## config.mk

```make
export PLATFORM = sky130hd
export DESIGN_NAME = mei_top
export DESIGN_NICKNAME = d
export VERILOG_FILES = /design/src/pkg/mei_pkg.sv /design/src/hdl/mei_top.sv
export SDC_FILE = /design/constraint.sdc
export NUM_CORES = 1
export LEC_CHECK = 0
export BUFFER_PORTS_ARGS = -buffer_cell sky130_fd_sc_hd__buf_4
export CAP_MARGIN = 20
export CORE_AREA = 2 2 107 109
export CTS_BUF_LIST = sky130_fd_sc_hd__clkbuf_8 sky130_fd_sc_hd__clkbuf_16
export DETAILED_ROUTE_END_ITERATION = 6
export DIE_AREA = 0 0 109 111
export GPL_TIMING_DRIVEN = 1
export PLACE_DENSITY = 0.75
export SYNTH_ARGS = -nofsm -noshare
export SYNTH_HDL_FRONTEND = slang
export SYNTH_SLANG_ARGS = --single-unit
export TNS_END_PERCENT = 10
```

## constraint.sdc

```tcl
create_clock -name i_clock -period 2.2 [get_ports i_clock]
set_clock_uncertainty 0.2 [all_clocks]
set_input_delay 0.33 -clock i_clock [delete_from_list [all_inputs] [get_ports i_clock]]
set_output_delay 0.33 -clock i_clock [all_outputs]
set_load 0.03 [all_outputs]
```

## src/pkg/mei_pkg.sv

```systemverilog
// constants, register map and carrier types of the motion event irq and power control block
package mei_pkg;

  // register offsets
  localparam logic [7:0] ADDR_IMPACT_AXIS_SELECT  = 8'h2a;
  localparam logic [7:0] ADDR_EVENT_AXIS_STATUS   = 8'h2b;
  localparam logic [7:0] ADDR_OUTPUT_RATE_CONTROL = 8'h2c;
  localparam logic [7:0] ADDR_POWER_MODE_CONTROL  = 8'h2d;
  localparam logic [7:0] ADDR_IRQ_ENABLE_MASK     = 8'h2e;
  localparam logic [7:0] ADDR_IRQ_ROUTING_SELECT  = 8'h2f;
  localparam logic [7:0] ADDR_IRQ_CAUSE_FLAGS     = 8'h30;
  localparam logic [7:0] ADDR_DATA_FIRST          = 8'h32;
  localparam logic [7:0] ADDR_DATA_LAST           = 8'h37;

  // reset values
  localparam logic [7:0] RST_IMPACT_AXIS_SELECT  = 8'h00;
  localparam logic [7:0] RST_OUTPUT_RATE_CONTROL = 8'h0a;
  localparam logic [7:0] RST_POWER_MODE_CONTROL  = 8'h00;
  localparam logic [7:0] RST_IRQ_ENABLE_MASK     = 8'h00;
  localparam logic [7:0] RST_IRQ_ROUTING_SELECT  = 8'h00;
  localparam logic [7:0] RST_IRQ_CAUSE_FLAGS     = 8'h02;

  // impact axis select fields
  localparam int IMP_SUPPRESS_BIT = 3;
  localparam int IMP_AXES_LSB     = 0;

  // event axis status fields
  localparam int STS_ACT_LSB    = 4;
  localparam int STS_ASLEEP_BIT = 3;
  localparam int STS_IMP_LSB    = 0;

  // output rate control fields
  localparam int RATE_LSB      = 0;
  localparam int RATE_W        = 4;
  localparam int LOW_POWER_BIT = 4;

  // power mode control fields
  localparam int PWR_LINK_BIT    = 5;
  localparam int PWR_AUTODOZE_BIT = 4;
  localparam int PWR_MEASURE_BIT = 3;
  localparam int PWR_SLEEP_BIT   = 2;
  localparam int PWR_WAKE_LSB    = 0;
  localparam int PWR_WAKE_W      = 2;

  // irq enable / routing / cause bit positions
  localparam int IRQ_SAMPLE_BIT    = 7;
  localparam int IRQ_SINGLE_BIT    = 6;
  localparam int IRQ_DOUBLE_BIT    = 5;
  localparam int IRQ_ACTIVITY_BIT  = 4;
  localparam int IRQ_STILLNESS_BIT = 3;
  localparam int IRQ_WATERMARK_BIT = 1;
  localparam int IRQ_OVERRUN_BIT   = 0;
  localparam logic [7:0] IRQ_IMPL_MASK = 8'hfb;

  // timing: sleep sampling base rate
  localparam int CLOCK_HZ       = 25_000_000;
  localparam int SLEEP_BASE_HZ  = 8;
  localparam int SLEEP_BASE_CYC = CLOCK_HZ / SLEEP_BASE_HZ;

  // per-axis comparator results and impact sequencing from the sensing datapath
  typedef struct packed {
    logic [2:0] act_over;
    logic [2:0] still_under;
    logic [2:0] impact_over;
    logic       impact_single;
    logic       impact_double;
    logic       in_latency;
  } mei_sense_t;

  // power and sampling controls to the sensing datapath
  typedef struct packed {
    logic                  measure;
    logic                  low_power;
    logic [RATE_W-1:0]     rate;
    logic                  sleeping;
    logic [PWR_WAKE_W-1:0] wake_rate;
    logic                  fifo_write_en;
    logic                  output_update;
  } mei_power_t;

endpackage
```

## src/hdl/mei_top.sv

```systemverilog
// motion event irq and power control: axis selection, link/sleep sequencing, irq flags and lines
`timescale 1ns/1ns
module mei_top
  import mei_pkg::*;
#(
  parameter int SLEEP_BASE_CYCLES = SLEEP_BASE_CYC,
  parameter int DUR_W             = 16
) (
  // clock and reset
  input  wire logic              i_clock,
  input  wire logic              i_rst_n,
  // register port from the serial front end
  input  wire logic [7:0]        i_reg_addr,
  input  wire logic              i_reg_wr,
  input  wire logic [7:0]        i_reg_wdata,
  input  wire logic              i_reg_rd,
  output logic      [7:0]        o_reg_rdata,
  // sensing datapath
  input  wire logic              i_sample_tick,
  input  wire mei_sense_t        i_sense,
  input  wire logic [2:0]        i_activity_axis_enable,
  input  wire logic [2:0]        i_stillness_axis_enable,
  input  wire logic [DUR_W-1:0]  i_stillness_duration,
  input  wire logic              i_watermark_event,
  input  wire logic              i_overrun_event,
  input  wire logic              i_irq_active_low,
  // power control and interrupt lines
  output mei_power_t             o_power,
  output logic                   o_irq_line_a,
  output logic                   o_irq_line_b
);

  typedef enum logic {LINK_SEEK_STILL, LINK_SEEK_ACT} mei_link_t;

  logic [7:0]       impact_sel_q;
  logic [7:0]       rate_ctl_q;
  logic [7:0]       power_mode_control_q;
  logic [7:0]       irq_enable_q;
  logic [7:0]       irq_route_q;
  logic [7:0]       cause_q;
  logic [2:0]       act_flags_q;
  logic [2:0]       imp_flags_q;
  logic             asleep_q;
  logic             cancel_q;
  logic             still_done_q;
  logic [DUR_W-1:0] still_cnt_q;
  logic [25:0]      sleep_cnt_q;
  logic [3:0]       sleep_div_q;
  logic             sleep_tick_q;
  mei_link_t        link_q;
  mei_power_t       power_q;
  logic             line_a_q;
  logic             line_b_q;
  logic [7:0]       rdata_q;

  logic       wr_hit;
  logic       act_en;
  logic       still_en;
  logic       linked;
  logic       auto_doze;
  logic       measure;
  logic       sleeping;
  logic       tick;
  logic       act_armed;
  logic       still_armed;
  logic       act_event;
  logic       still_event;
  logic       all_still;
  logic       single_event;
  logic       double_event;
  logic [2:0] imp_axes;
  logic       data_read;
  logic       cause_read;
  logic [7:0] cause_set;
  logic [7:0] cause_clr;
  logic [7:0] irq_active;
  logic [3:0] wake_div;
  logic       impact_ok;
  logic       still_met;
  logic       sample_event;
  logic       line_a_req;
  logic       line_b_req;
  logic [7:0] status_byte;

  assign wr_hit    = i_reg_wr;
  assign measure   = power_mode_control_q[PWR_MEASURE_BIT];
  assign linked    = power_mode_control_q[PWR_LINK_BIT];
  assign auto_doze = linked & power_mode_control_q[PWR_AUTODOZE_BIT];
  // manual sleep bit or automatic doze
  assign sleeping  = power_mode_control_q[PWR_SLEEP_BIT] | asleep_q;
  assign imp_axes  = impact_sel_q[IMP_AXES_LSB +: 3];

  // function enables from axis participation
  assign act_en   = |i_activity_axis_enable;
  assign still_en = |i_stillness_axis_enable;

  // sample tick: normal rate from datapath, wakeup rate while sleeping
  assign tick = measure & (sleeping ? sleep_tick_q : i_sample_tick);

  // link sequencing decides which detector is armed
  always_comb begin
    act_armed   = act_en;
    still_armed = still_en & ~sleeping;
    if (linked && act_en && still_en) begin
      act_armed   = (link_q == LINK_SEEK_ACT);
      still_armed = still_armed & (link_q == LINK_SEEK_STILL);
    end
  end

  assign act_event = tick & act_armed
                     & |(i_sense.act_over & i_activity_axis_enable);
  assign all_still = &(i_sense.still_under | ~i_stillness_axis_enable);
  assign still_event = tick & still_armed & all_still & ~still_done_q
                       & still_met;

  // stillness duration reached, counted in samples
  assign still_met = still_cnt_q >= i_stillness_duration;

  // only activity runs while sleeping, so impacts are ignored then
  assign impact_ok = measure & ~sleeping;

  assign single_event = impact_ok & i_sense.impact_single
                        & |(i_sense.impact_over & imp_axes);
  assign double_event = impact_ok & i_sense.impact_double & ~cancel_q
                        & |imp_axes;

  // stillness duration counter over samples
  always_ff @(posedge i_clock) begin
    if (!i_rst_n || !still_armed) begin
      still_cnt_q  <= '0;
      still_done_q <= 1'b0;
    end else if (tick) begin
      if (!all_still) begin
        still_cnt_q  <= '0;
        still_done_q <= 1'b0;
      end else begin
        if (still_cnt_q != {DUR_W{1'b1}}) begin
          still_cnt_q <= still_cnt_q + 1'b1;
        end
        if (still_event) begin
          still_done_q <= 1'b1;
        end
      end
    end
  end

  // link state
  always_ff @(posedge i_clock) begin
    if (!i_rst_n) begin
      link_q <= LINK_SEEK_STILL;
    end else if (!linked || !act_en || !still_en) begin
      // sequencing restarts by seeking stillness once both are enabled again
      link_q <= LINK_SEEK_STILL;
    end else if (still_event) begin
      link_q <= LINK_SEEK_ACT;
    end else if (act_event) begin
      link_q <= LINK_SEEK_STILL;
    end
  end

  // automatic sleep state
  always_ff @(posedge i_clock) begin
    if (!i_rst_n) begin
      asleep_q <= 1'b0;
    end else if (auto_doze) begin
      if (still_event) begin
        asleep_q <= 1'b1;
      end else if (act_event) begin
        asleep_q <= 1'b0;
      end
    end
  end

  // double impact cancel when over threshold in latency
  always_ff @(posedge i_clock) begin
    if (!i_rst_n) begin
      cancel_q <= 1'b0;
    end else if (i_sense.impact_single || i_sense.impact_double) begin
      cancel_q <= 1'b0;
    end else if (!impact_sel_q[IMP_SUPPRESS_BIT]) begin
      // a cancel left over from an earlier suppress setting is dropped
      cancel_q <= 1'b0;
    end else if (impact_sel_q[IMP_SUPPRESS_BIT] && i_sense.in_latency
                 && |(i_sense.impact_over & imp_axes)) begin
      cancel_q <= 1'b1;
    end
  end

  // event-axis flags: every enabled axis over threshold at the event, overwritten per event
  always_ff @(posedge i_clock) begin
    if (!i_rst_n) begin
      act_flags_q <= 3'h0;
      imp_flags_q <= 3'h0;
    end else begin
      if (act_event) begin
        act_flags_q <= i_sense.act_over & i_activity_axis_enable;
      end
      if (single_event || double_event) begin
        imp_flags_q <= i_sense.impact_over & imp_axes;
      end
    end
  end

  // sleep sampling divider: 8 Hz base, then divided by 1, 2, 4, 8
  assign wake_div = 4'h1 << power_mode_control_q[PWR_WAKE_LSB +: PWR_WAKE_W];

  always_ff @(posedge i_clock) begin
    if (!i_rst_n || !sleeping) begin
      sleep_cnt_q  <= '0;
      sleep_div_q  <= 4'h0;
      sleep_tick_q <= 1'b0;
    end else begin
      sleep_tick_q <= 1'b0;
      if (sleep_cnt_q >= 26'(SLEEP_BASE_CYCLES - 1)) begin
        sleep_cnt_q <= '0;
        if (sleep_div_q >= wake_div - 4'h1) begin
          sleep_div_q  <= 4'h0;
          sleep_tick_q <= 1'b1;
        end else begin
          sleep_div_q <= sleep_div_q + 4'h1;
        end
      end else begin
        sleep_cnt_q <= sleep_cnt_q + 26'h1;
      end
    end
  end

  // control register writes
  always_ff @(posedge i_clock) begin
    if (!i_rst_n) begin
      impact_sel_q <= RST_IMPACT_AXIS_SELECT;
      rate_ctl_q   <= RST_OUTPUT_RATE_CONTROL;
      power_mode_control_q  <= RST_POWER_MODE_CONTROL;
      irq_enable_q <= RST_IRQ_ENABLE_MASK;
      irq_route_q  <= RST_IRQ_ROUTING_SELECT;
    end else if (wr_hit) begin
      unique case (i_reg_addr)
        ADDR_IMPACT_AXIS_SELECT:  impact_sel_q <= i_reg_wdata & 8'h0f;
        ADDR_OUTPUT_RATE_CONTROL: rate_ctl_q   <= i_reg_wdata & 8'h1f;
        ADDR_POWER_MODE_CONTROL:  power_mode_control_q  <= i_reg_wdata & 8'h3f;
        ADDR_IRQ_ENABLE_MASK:     irq_enable_q <= i_reg_wdata & IRQ_IMPL_MASK;
        ADDR_IRQ_ROUTING_SELECT:  irq_route_q  <= i_reg_wdata & IRQ_IMPL_MASK;
        default: ;
      endcase
    end
  end

  // cause flags: set wins over clear
  assign data_read  = i_reg_rd && (i_reg_addr >= ADDR_DATA_FIRST)
                      && (i_reg_addr <= ADDR_DATA_LAST);
  assign cause_read = i_reg_rd && (i_reg_addr == ADDR_IRQ_CAUSE_FLAGS);

  // sample-ready is held back while sleeping
  assign sample_event = tick & ~sleeping;

  always_comb begin
    cause_set = 8'h00;
    cause_set[IRQ_SAMPLE_BIT]    = sample_event;
    cause_set[IRQ_SINGLE_BIT]    = single_event;
    cause_set[IRQ_DOUBLE_BIT]    = double_event;
    cause_set[IRQ_ACTIVITY_BIT]  = act_event;
    cause_set[IRQ_STILLNESS_BIT] = still_event;
    cause_set[IRQ_WATERMARK_BIT] = i_watermark_event;
    cause_set[IRQ_OVERRUN_BIT]   = i_overrun_event;
    cause_clr = 8'h00;
    if (data_read) begin
      cause_clr[IRQ_SAMPLE_BIT]    = 1'b1;
      cause_clr[IRQ_WATERMARK_BIT] = 1'b1;
      cause_clr[IRQ_OVERRUN_BIT]   = 1'b1;
    end
    if (cause_read) begin
      cause_clr[IRQ_SINGLE_BIT]    = 1'b1;
      cause_clr[IRQ_DOUBLE_BIT]    = 1'b1;
      cause_clr[IRQ_ACTIVITY_BIT]  = 1'b1;
      cause_clr[IRQ_STILLNESS_BIT] = 1'b1;
    end
  end

  always_ff @(posedge i_clock) begin
    if (!i_rst_n) begin
      cause_q <= RST_IRQ_CAUSE_FLAGS;
    end else begin
      cause_q <= ((cause_q & ~cause_clr) | cause_set) & IRQ_IMPL_MASK;
    end
  end

  // interrupt lines
  assign irq_active = cause_q & irq_enable_q;
  assign line_a_req = |(irq_active & ~irq_route_q);
  assign line_b_req = |(irq_active & irq_route_q);

  always_ff @(posedge i_clock) begin
    if (!i_rst_n) begin
      line_a_q <= 1'b0;
      line_b_q <= 1'b0;
    end else begin
      line_a_q <= line_a_req ^ i_irq_active_low;
      line_b_q <= line_b_req ^ i_irq_active_low;
    end
  end

  assign o_irq_line_a = line_a_q;
  assign o_irq_line_b = line_b_q;

  // power outputs to datapath
  always_ff @(posedge i_clock) begin
    if (!i_rst_n) begin
      power_q <= '0;
    end else begin
      power_q.measure       <= measure;
      power_q.low_power     <= rate_ctl_q[LOW_POWER_BIT];
      power_q.rate          <= rate_ctl_q[RATE_LSB +: RATE_W];
      power_q.sleeping      <= sleeping;
      power_q.wake_rate     <= power_mode_control_q[PWR_WAKE_LSB +: PWR_WAKE_W];
      power_q.fifo_write_en <= measure & ~sleeping;
      power_q.output_update <= tick;
    end
  end

  assign o_power = power_q;

  // event axis status byte
  always_comb begin
    status_byte                   = 8'h00;
    status_byte[STS_ACT_LSB +: 3] = act_flags_q;
    status_byte[STS_ASLEEP_BIT]   = asleep_q;
    status_byte[STS_IMP_LSB +: 3] = imp_flags_q;
  end

  // register read data
  always_ff @(posedge i_clock) begin
    if (!i_rst_n) begin
      rdata_q <= 8'h00;
    end else if (i_reg_rd) begin
      unique case (i_reg_addr)
        ADDR_IMPACT_AXIS_SELECT:  rdata_q <= impact_sel_q;
        ADDR_EVENT_AXIS_STATUS:   rdata_q <= status_byte;
        ADDR_OUTPUT_RATE_CONTROL: rdata_q <= rate_ctl_q;
        ADDR_POWER_MODE_CONTROL:  rdata_q <= power_mode_control_q;
        ADDR_IRQ_ENABLE_MASK:     rdata_q <= irq_enable_q;
        ADDR_IRQ_ROUTING_SELECT:  rdata_q <= irq_route_q;
        ADDR_IRQ_CAUSE_FLAGS:     rdata_q <= cause_q;
        default:                  rdata_q <= 8'h00;
      endcase
    end
  end

  assign o_reg_rdata = rdata_q;

endmodule

```

; ---- Yosys cells after proc, flatten, opt, wreduce, memory -nomap -nowiden
; Cells that the tools add are included.
[word_totals]
ff_bits = 115
output_inout_bits = 21
word_cells = 140
input_bits = 58
[op_classes]
eq_ne = 10
n_reduce_logical = 40
addsub = 4
n_lt_le_gt_ge = 5
shift = 1
mux = 15
bitwise_logic = 38
[ops]
columns = cell, count
row1 = "8-bit by 6-bit equality test with 1-bit output, second input constant", 7
row2 = 8-bit case mux with 7 select lines, 1
row3 = 8-bit AND, 4
row4 = 16-bit 2-to-1 mux, 2
row5 = "26-bit by 1-bit adder with 26-bit output, second input constant", 1
row6 = "26-bit by 22-bit >= comparator with 1-bit output, second input constant", 1
row7 = 3-bit OR reduction, 6
row8 = 1-bit AND, 17
row9 = "16-bit by 1-bit adder with 16-bit output, second input constant", 1
row10 = 16-bit >= comparator, 1
row11 = "16-bit inequality test, second input constant", 1
row12 = 8-bit inverter, 2
row13 = 2-bit AND reduction, 8
row14 = 8-bit OR reduction, 2
row15 = 1-bit 2-to-1 mux, 9
row16 = "8-bit by 6-bit >= comparator with 1-bit output, second input constant", 1
row17 = "8-bit by 6-bit less-or-equal comparator with 1-bit output, second input constant", 1
row18 = 4-bit 2-to-1 mux, 2
row19 = 8-bit OR, 1
row20 = 1-bit logical AND, 7
row21 = 1-bit inverter, 7
row22 = 3-bit AND, 2
row23 = 1-bit zero test, 6
row24 = 1-bit logical OR, 6
row25 = other kinds (14), 17

; ---- Logic depth before layout (Yosys ltp)
; Gate-level depths: netlist (run 1).
[depth]
depth_word = 11
ltp_mapped = 7
ltp_nobuf = 7

; ---- Worst setup path after synthesis (run 1)
; Ideal clock, no wire load.
[synth_path]
path_type = reg-to-reg
startpoint = register power_mode_control_q[0]
endpoint = register sleep_div_q[0]
setup_ps = 69
t_required_ps = 1931
synth_period_minus_slack_ps = 2210
arrival_ps = 1941
path_buffers = 0
slack_ps = -10
path_stages_with_launch = 8
cell_sequence = dfxtp_1 -> or2_2 -> ha_1 -> nand2b_1 -> a21o_1 -> a211o_1 -> or4_1 -> o21ai_1
[synth_between]
elab_chain_cells = 4
[synth_lines]
columns = element, line
row1 = "start, declared", mei_top.sv:37  ; logic [7:0] power_mode_control_q;
row2 = "start signal, assigned", mei_top.sv:240  ; ADDR_POWER_MODE_CONTROL: power_mode_control_q <= i_reg_wdata & 8'h3f;
row3 = 1-bit by 2-bit left shift with 4-bit output, mei_top.sv:205  ; assign wake_div = 4'h1 << power_mode_control_q[PWR_WAKE_LSB +: PWR_WAKE_W];
row4 = 4-bit by 1-bit subtractor with 4-bit output, mei_top.sv:216  ; if (sleep_div_q >= wake_div - 4'h1) begin
row5 = 4-bit >= comparator, mei_top.sv:216
row6 = 4-bit 2-to-1 mux, mei_top.sv:216
row7 = "end signal, assigned", mei_top.sv:220  ; sleep_div_q <= sleep_div_q + 4'h1;
row8 = "end, declared", mei_top.sv:48  ; logic [3:0] sleep_div_q;
; No other way between the ends.
; A chain may end at the register's enable or synchronous reset.

; ---- Worst setup path after layout (run 1)
; Same ends and word-level chain as after synthesis.

==> Implementation_results.wiki, run 1 <==
{| class="wikitable"
! Metric !! Value
|-
| Outcome || complete, but fails checks
|-
| Violated checks || negative setup slack
|-
| Worst-margin pin slew || 0.5275 ns
|-
| Total of warnings raised by yosys || 0
|-
| Area after detailed placement || 6481 um^2
|-
| Startpoint kind of the worst setup timing path || register
|-
| Initial standard-cell utilization of the core || 50.45%
|-
| Final cycle utilization of the critical path || 101.4%
|-
| Ratio of routed vias to standard cells || 5.675
|-
| Detailed Place HPWL || 9927 um
|-
| Cell area after synthesis || 5588 um^2
|-
| Highest-delay cell along the critical path || or4_1
|-
| Antenna Nets Post-Route || 0
|-
| Routability congestion estimate from global placement || 0.8717
|-
| Number of pins with negative max-slew slack in the final report || 0
|-
| Number of synthesized register bits || 114
|-
| Number of input and output port buffers inserted || 78
|-
| DP Cell Count || 849
|-
| Post-layout instance area || 7325 um^2
|-
| Number of synthesized flops with an enable pin || 0
|-
| Async S/R FF share, synth || 0%
|-
| Sequential cell area || 2282 um^2
|-
| Most frequent cell after synthesis || dfxtp_1
|-
| Primary flip-flop cell chosen by synthesis mapping || dfxtp_1
|-
| Htree depth || 4
|-
| Max capacitance violation total || 0
|-
| Worst slew slack as a fraction of its limit || 64.51%
|-
| Critical Path, Cell by Cell || or2_2, ha_1, nand2b_4, a21o_1, a211o_1, or4_1, o21ai_1
|-
| Number of standard cells in the layout, taps in and fillers out || 893
|-
| Fraction of power consumed by the clock network || 56.0%
|-
| Largest net degree at the start of global routing || 23
|-
| Library cell occupying the most area in the post-synthesis netlist || dfxtp_1
|-
| Endpoint type of the worst setup path || register
|-
| Cell at the root of the clock tree || clkbuf_16
|-
| Arrival time at the worst endpoint || 2.38 ns
|-
| Critical path class || reg -> reg
|-
| Die width || 109 um
|-
| Largest stage delay on the critical path || 0.42 ns
|-
| Source-to-sink clock delay at the later pin of the worst-skew pair || 0.42 ns
|-
| Power density over the cells || 729.9 nW/um^2
|-
| Final count of negative-setup-slack endpoints || 1
|-
| Number of filler instances in the final layout || 910
|-
| Final worst-path setup slack || -0.03175 ns
|-
| Max IR drop VDD || 747.9 uV
|-
| Initial antenna violation count || 0
|-
| Cell Rows || 39
|-
| Detailed-route wire length per cell || 15.61 um
|-
| Mapped Avg Cell Area || 9.042 um^2
|-
| Switching power summed over all nets || 1.087 mW
|-
| Number of sinks driven by the clock tree || 114
|-
| Top cells by instance count after synthesis || dfxtp_1, nor2_1, nand2_1, mux2i_1, nand3_1
|-
| Total vias in the final route || 5068
|-
| Sequential share of power || 38.9%
|-
| Drt first-iter violations || 369
|-
| Endpoints failing hold || 0
|-
| Area occupied by multi-input gates || 3196 um^2
|-
| Gr usage total || 24.01%
|-
| Maximum operating frequency || 448.1 MHz
|-
| Synthesis-to-layout area growth || 31.08%
|-
| Portion of the post-synthesis area used by sequential elements || 40.84%
|-
| Global-route wire length before repair || 22940 um
|-
| Die Y-Extent || 111 um
|-
| Total Routed Length || 13940 um
|-
| Net switching share of the total power || 20.34%
|-
| Core region area || 11080 um^2
|-
| Number of clock buffers inserted by TritonCTS || 17
|-
| Tightest Hold Check Type || in -> reg
|-
| # DRC || 0
|-
| Worst path required time || 2.35 ns
|-
| Fraction of post-synthesis cell area in the top cell type by area || 40.84%
|-
| Internal cell power || 4.259 mW
|-
| Number of iterations in the first detailed-routing pass || 6
|-
| Number of global-route vias before repair || 4920
|-
| RSZ-0062 raised after global routing || yes
|-
| Cell types occupying the most area after synthesis || dfxtp_1, mux2i_1, nor2_1, ha_1, nand2_1
|-
| Die Area || 12100 um^2
|-
| Remaining global-route overflow || 0
|-
| Count of unique library cells instantiated by Yosys || 75
|-
| Count of inserted antenna diode cells || 0
|-
| Post-CTS Setup Inserts || 0
|-
| TritonCTS clock tree || done
|-
| Count of nets after finishing || 817
|-
| Post-Route Setup TNS || -0.03175 ns
|-
| Layout cells sized above 1 || 22.53%
|-
| Leakage || 3.009 nW
|-
| Relative contribution of combinational cells to total power || 5.0%
|-
| Maximum count of clock buffers along a single path || 2
|-
| Worst-path clk slew || 0.05 ns
|-
| Maximum fanout count along the critical path || 2
|-
| Number of I/O pins || 79
|-
| Shortest clock period the worst path allows after layout || 2.232 ns
|-
| Synthesized netlist cell count || 618
|}
## routing by layer
metal | routed length, um | vias to the layer above | share of wire [%] | track usage, %
met2 | 6701 | 178 | 48 | 38.43
li1 | - | 2464 | - | -
met3 | 925 | 33 | 6.6 | 6.055
met1 | 5977 | 2393 | 43 | 30.43
met4 | 336 | 0 | 2.4 | 10.17
met5 | 0 | - | 0 | 0
## cells by family after synthesis
family,after synthesis,share of synthesized area (%)
AOI/OAI and AO/OA,109,14.04
xor gates and xnor gates,27,4.232
adders and majority gates,22,4.926
buffers and inverters,49,3.605
DFF,114,40.84
muxes,44,8.397
other,1,0.06711
and+or+nand+nor,252,23.89
## power by group through the flow
| stage | sequential [mW] | combinational (mW) | clock, mW |
|---|---|---|---|
| 2_1_floorplan | 2.13 | 0.0965 | 0 |
| 3_3_place_gp | 2.12 | 0.237 | 0 |
| 3_5_place_dp | 2.12 | 0.242 | 0 |
| 4_1_cts | 2.08 | 0.260 | 3.02 |
| 5_1_grt | 2.08 | 0.291 | 3.11 |
| 6_report | 2.08 | 0.269 | 3.00 |
## metrics by stage
step                      utilization [%]  power, mW  worst slack [ns]  hold slack (ns)
after CTS                           65.59      5.361          -0.04048       0.00005801
final                               66.12      5.346          -0.03175          0.01880
after global routing                66.12      5.482          -0.05841          0.01407
after global placement              58.51      2.361          -0.08587           0.2386
after floorplan                         -      2.228           0.02584           0.2068
after detailed placement            58.51      2.367           -0.1607           0.2489
## layout make-up
class | count | area share [%]
Multi-Input combinational cell | 458 | 43.63
Sequential cell | 114 | 31.16
Timing Repair Buffer | 119 | 12.61
Clock buffer | 19 | 6.184
Clock inverter | 13 | 2.597
Tap cell | 143 | 2.443
Inverter | 27 | 1.384
## registers in the layout, indices dropped and copies added (netlist names), 3 cells and up
register and flops:
impact_sel_q 4, still_cnt_q 16, sleep_cnt_q 26, o_power 11
sleep_div_q 4, power_mode_control_q 6, irq_enable_q 7, rate_ctl_q 5
act_flags_q 3, cause_q 7, o_reg_rdata 8, irq_route_q 7
imp_flags_q 3
## final timing paths
kind                            from             end  slack, ns  cells past startpoint
max          power_mode_control_q[0]  sleep_div_q[0]      -0.03                      7
max reg2reg  power_mode_control_q[0]  sleep_div_q[0]      -0.03                      7
min                   i_reg_wdata[1]   rate_ctl_q[1]       0.02                      3
min reg2reg           o_reg_rdata[3]  o_reg_rdata[3]       0.26                      2
## cells in the final DEF (no fill, tap or decap), drive strengths merged, types with 6 or more instances in the layout
cell / instances
and2: 14
dlygate4sd3: 12
nor2: 80
clkbuf: 19
nand3: 31
xor2: 13
o21ai: 14
inv: 28
and4: 6
nor4: 8
buf: 107
a21oi: 24
dfxtp: 114
nand2: 47
ha: 22
nor3: 10
o211ai: 6
clkinv: 6
and3: 14
mux2i: 39
xnor2: 14
nand2b: 8
a31oi: 6
nand4: 13
## repair_timing
action	in CTS	in global routing
setup endpoints to repair	5	8
hold endpoints to repair	18	0
resized for setup	4	9
pin swaps	0	2
hold buffers	12	0
## critical path, delay by kind of cell, from the launching register on
family | cells | cell delay [ns]
AND/OR/NAND/NOR | 3 | 0.85
AO/OA/AOI/OAI | 3 | 0.54
flip-flops | 1 | 0.31
adder cells (fa/ha/maj) | 1 | 0.27
No activity file was read; power rests on OpenSTA's default activity.
==> run 2: changes to the inputs <==
Settings changed: ABC_AREA set to 1, CORE_AREA 2 2 107 109 to 2 2 110 112, CTS_CLUSTER_DIAMETER set to 150, DIE_AREA 0 0 109 111 to 0 0 112 114.
==> Implementation_results.wiki, run 2 <==
{| class="wikitable"
! Metric !! Value
|-
| Die width || 112 um
|-
| Maximum count of clock buffers along a single path || 2
|-
| Mapped Avg Cell Area || 6.794 um^2
|-
| Library cell occupying the most area in the post-synthesis netlist || dfxtp_1
|-
| Startpoint kind of the worst setup timing path || input pin
|-
| Drt first-iter violations || 455
|-
| Top cells by instance count after synthesis || nand2_1, dfxtp_1, nor2_1, inv_1, nand3_1
|-
| Number of pins with negative max-slew slack in the final report || 0
|-
| Max IR drop VDD || 784.4 uV
|-
| Tightest Hold Check Type || in -> reg
|-
| Crit Reg-Reg Endpoint || sleep_cnt_q[14]
|-
| Largest Register || sleep_cnt_q
|-
| Worst-margin pin slew || 0.7821 ns
|-
| Hold Crit Endpoint || act_flags_q[2]
|-
| Total vias in the final route || 5960
|-
| # DRC || 0
|-
| Total Routed Length || 15010 um
|-
| Most common library cell in the layout ignoring fill and taps || nand2_1
|-
| Number of global-route vias before repair || 5395
|-
| Number of input and output port buffers inserted || 78
|-
| Critical path class || in -> reg
|-
| Final cycle utilization of the critical path || 90.13%
|-
| Post-placement setup slack || 0.1562 ns
|-
| Die Y-Extent || 114 um
|-
| Cell at the root of the clock tree || clkbuf_16
|-
| Endpoints failing hold || 0
|-
| Shortest clock period the worst path allows after layout || 1.983 ns
|-
| Max capacitance violation total || 0
|-
| Worst slew slack as a fraction of its limit || 47.46%
|-
| Detailed Place HPWL || 10880 um
|-
| Flip-flop count of the largest register, all copies and words added || 26
|-
| Power density over the cells || 742.8 nW/um^2
|-
| Post-CTS Setup Inserts || 0
|-
| Maximum operating frequency || 504.3 MHz
|-
| TritonCTS clock tree || done
|-
| Number of sinks driven by the clock tree || 114
|-
| Hold path cells || 3
|-
| Remaining global-route overflow || 0
|-
| Leakage || 3.311 nW
|-
| Synthesis-to-layout area growth || 27.75%
|-
| Routability congestion estimate from global placement || 0.9143
|-
| Count of unique library cells instantiated by Yosys || 40
|-
| Async S/R FF share, synth || 0%
|-
| Antenna Nets Post-Route || 0
|-
| Startpoint of the lowest-slack register-to-register path || sleep_cnt_q[0]
|-
| Source of the critical timing path || i_rst_n
|-
| Worst-path clk slew || 0.06 ns
|-
| Cell area after synthesis || 5938 um^2
|-
| Maximum fanout count along the critical path || 39
|-
| Depth of the worst register-to-register path || 9
|-
| Largest net degree at the start of global routing || 40
|-
| Hold Path Origin || i_sense[11]
|-
| Count of inserted antenna diode cells || 0
|-
| Total of warnings raised by yosys || 0
|-
| Endpoint type of the worst setup path || register
|-
| Worst-case register-to-register setup slack || 0.25 ns
|-
| Detailed-route wire length per cell || 13.14 um
|-
| Number of filler instances in the final layout || 1055
|-
| Number of synthesized register bits || 114
|-
| Number of clock buffers inserted by TritonCTS || 17
|-
| Gr usage total || 24.39%
|-
| Count of nets after finishing || 1062
|-
| Number of iterations in the first detailed-routing pass || 6
|-
| Commonest non-fill, non-tap cells in the layout || nand2_1, dfxtp_1, nor2_1, inv_1, buf_4
|-
| Final worst-path setup slack || 0.2171 ns
|-
| Cell Rows || 40
|-
| Most frequent cell after synthesis || nand2_1
|-
| Primary flip-flop cell chosen by synthesis mapping || dfxtp_1
|-
| Die Area || 12770 um^2
|-
| RSZ-0062 raised after global routing || no
|-
| Post-Route Setup TNS || 0 ns
|-
| Htree depth || 4
|-
| Arrival time at the worst endpoint || 2.15 ns
|-
| Portion of the post-synthesis area used by sequential elements || 38.43%
|-
| Worst path required time || 2.36 ns
|-
| Initial standard-cell utilization of the core || 50.71%
|-
| Core region area || 11710 um^2
|-
| Layout cells sized above 1 || 15.78%
|-
| Number of I/O pins || 79
|-
| Number of synthesized flops with an enable pin || 0
|-
| Source-to-sink clock delay at the later pin of the worst-skew pair || 0.42 ns
|-
| Ratio of routed vias to standard cells || 5.219
|-
| Cell types occupying the most area after synthesis || dfxtp_1, nand2_1, nand3_1, nor2_1, inv_1
|-
| Initial antenna violation count || 0
|-
| Global-route wire length before repair || 25040 um
|-
| Final count of negative-setup-slack endpoints || 0
|-
| Synthesized netlist cell count || 874
|-
| Outcome || completed
|-
| Fraction of post-synthesis cell area in the top cell type by area || 38.43%
|}
[run 2: cell count changes after synthesis, sizes merged, moves of 37 or more]
cell   previous run  this run
nand3            31        93
nor2             80       117
nand2            47       199
inv              26       113
mux2i            39         0
a21oi            24        77
[run 2: how the worst max path moves through the flow]
stage          depth (start not counted)                 endpoint
3_5_place_dp                          10           o_reg_rdata[4]
5_1_grt                                9          sleep_cnt_q[14]
4_1_cts                                6                 cancel_q
6_report                               6                 cancel_q
3_3_place_gp                           8  power_mode_control_q[2]
2_1_floorplan                          6          sleep_cnt_q[10]
[run 2: per-layer routing]
metal / vias up / wire (um) / GRT usage, %
met4: 0 / 437 / 11.14
met3: 39 / 1086 / 5.101
met1: 2649 / 6717 / 32.68
met5: - / 0 / 0
met2: 218 / 6767 / 38.10
li1: 3054 / - / -
[run 2: report_power, final]
group	switching (mW)	internal (mW)	leakage [nW]
Combinational	0.151	0.125	2.04
Clock	0.979	2.30	0.347
Sequential	0.00471	2.08	0.921
Total	1.13	4.50	3.31
[run 2: layout make-up]
cell class	instances	area, um^2	share of cell area [%]
inverter	113	424.2	5.591
clock inverter	13	255.2	3.365
multi-input combinational	629	3136	41.33
clock buffer	19	452.9	5.971
sequential	114	2282	30.08
tap	147	183.9	2.425
timing repair buffer	107	852.1	11.23
[run 2: kinds of logic after synthesis]
logic type / count (synthesis) / share of synthesized area (%)
compound gates: 133 / 11.90
xor+xnor: 15 / 2.212
fa+ha+maj: 22 / 4.635
buf+inv: 134 / 8.955
flops: 114 / 38.43
other cells: 1 / 0.06315
simple gates: 455 / 33.80
[run 2: worst max-delay path, cell delays in order]
cell,delay (ns)
dlygate4sd3_1,0.53
buf_4,0.15
buf_6,0.25
nand2_1,0.09
nor4_1,0.20
dlygate4sd3_1,0.57
[run 2: through the flow]
step / hold WS (ns) / power [mW] / cells / cell area [um^2] / utilization [%]
after floorplan: 0.2068 / 2.242 / 877 / 5949 / -
after global placement: 0.2371 / 2.379 / 1097 / 6744 / 57.59
after detailed placement: 0.2408 / 2.380 / 1097 / 6744 / 57.59
after CTS: 0.003953 / 5.669 / 1142 / 7582 / 64.74
after global routing: 0.02428 / 5.793 / 1142 / 7586 / 64.78
final: 0.008351 / 5.635 / 1142 / 7586 / 64.78
[run 2: what timing repair did]
action,4_1_cts,5_1_grt
hold buffers,13,0
gates resized for setup,0,1
hold endpoints to repair,12,0
setup endpoints to repair,0,1
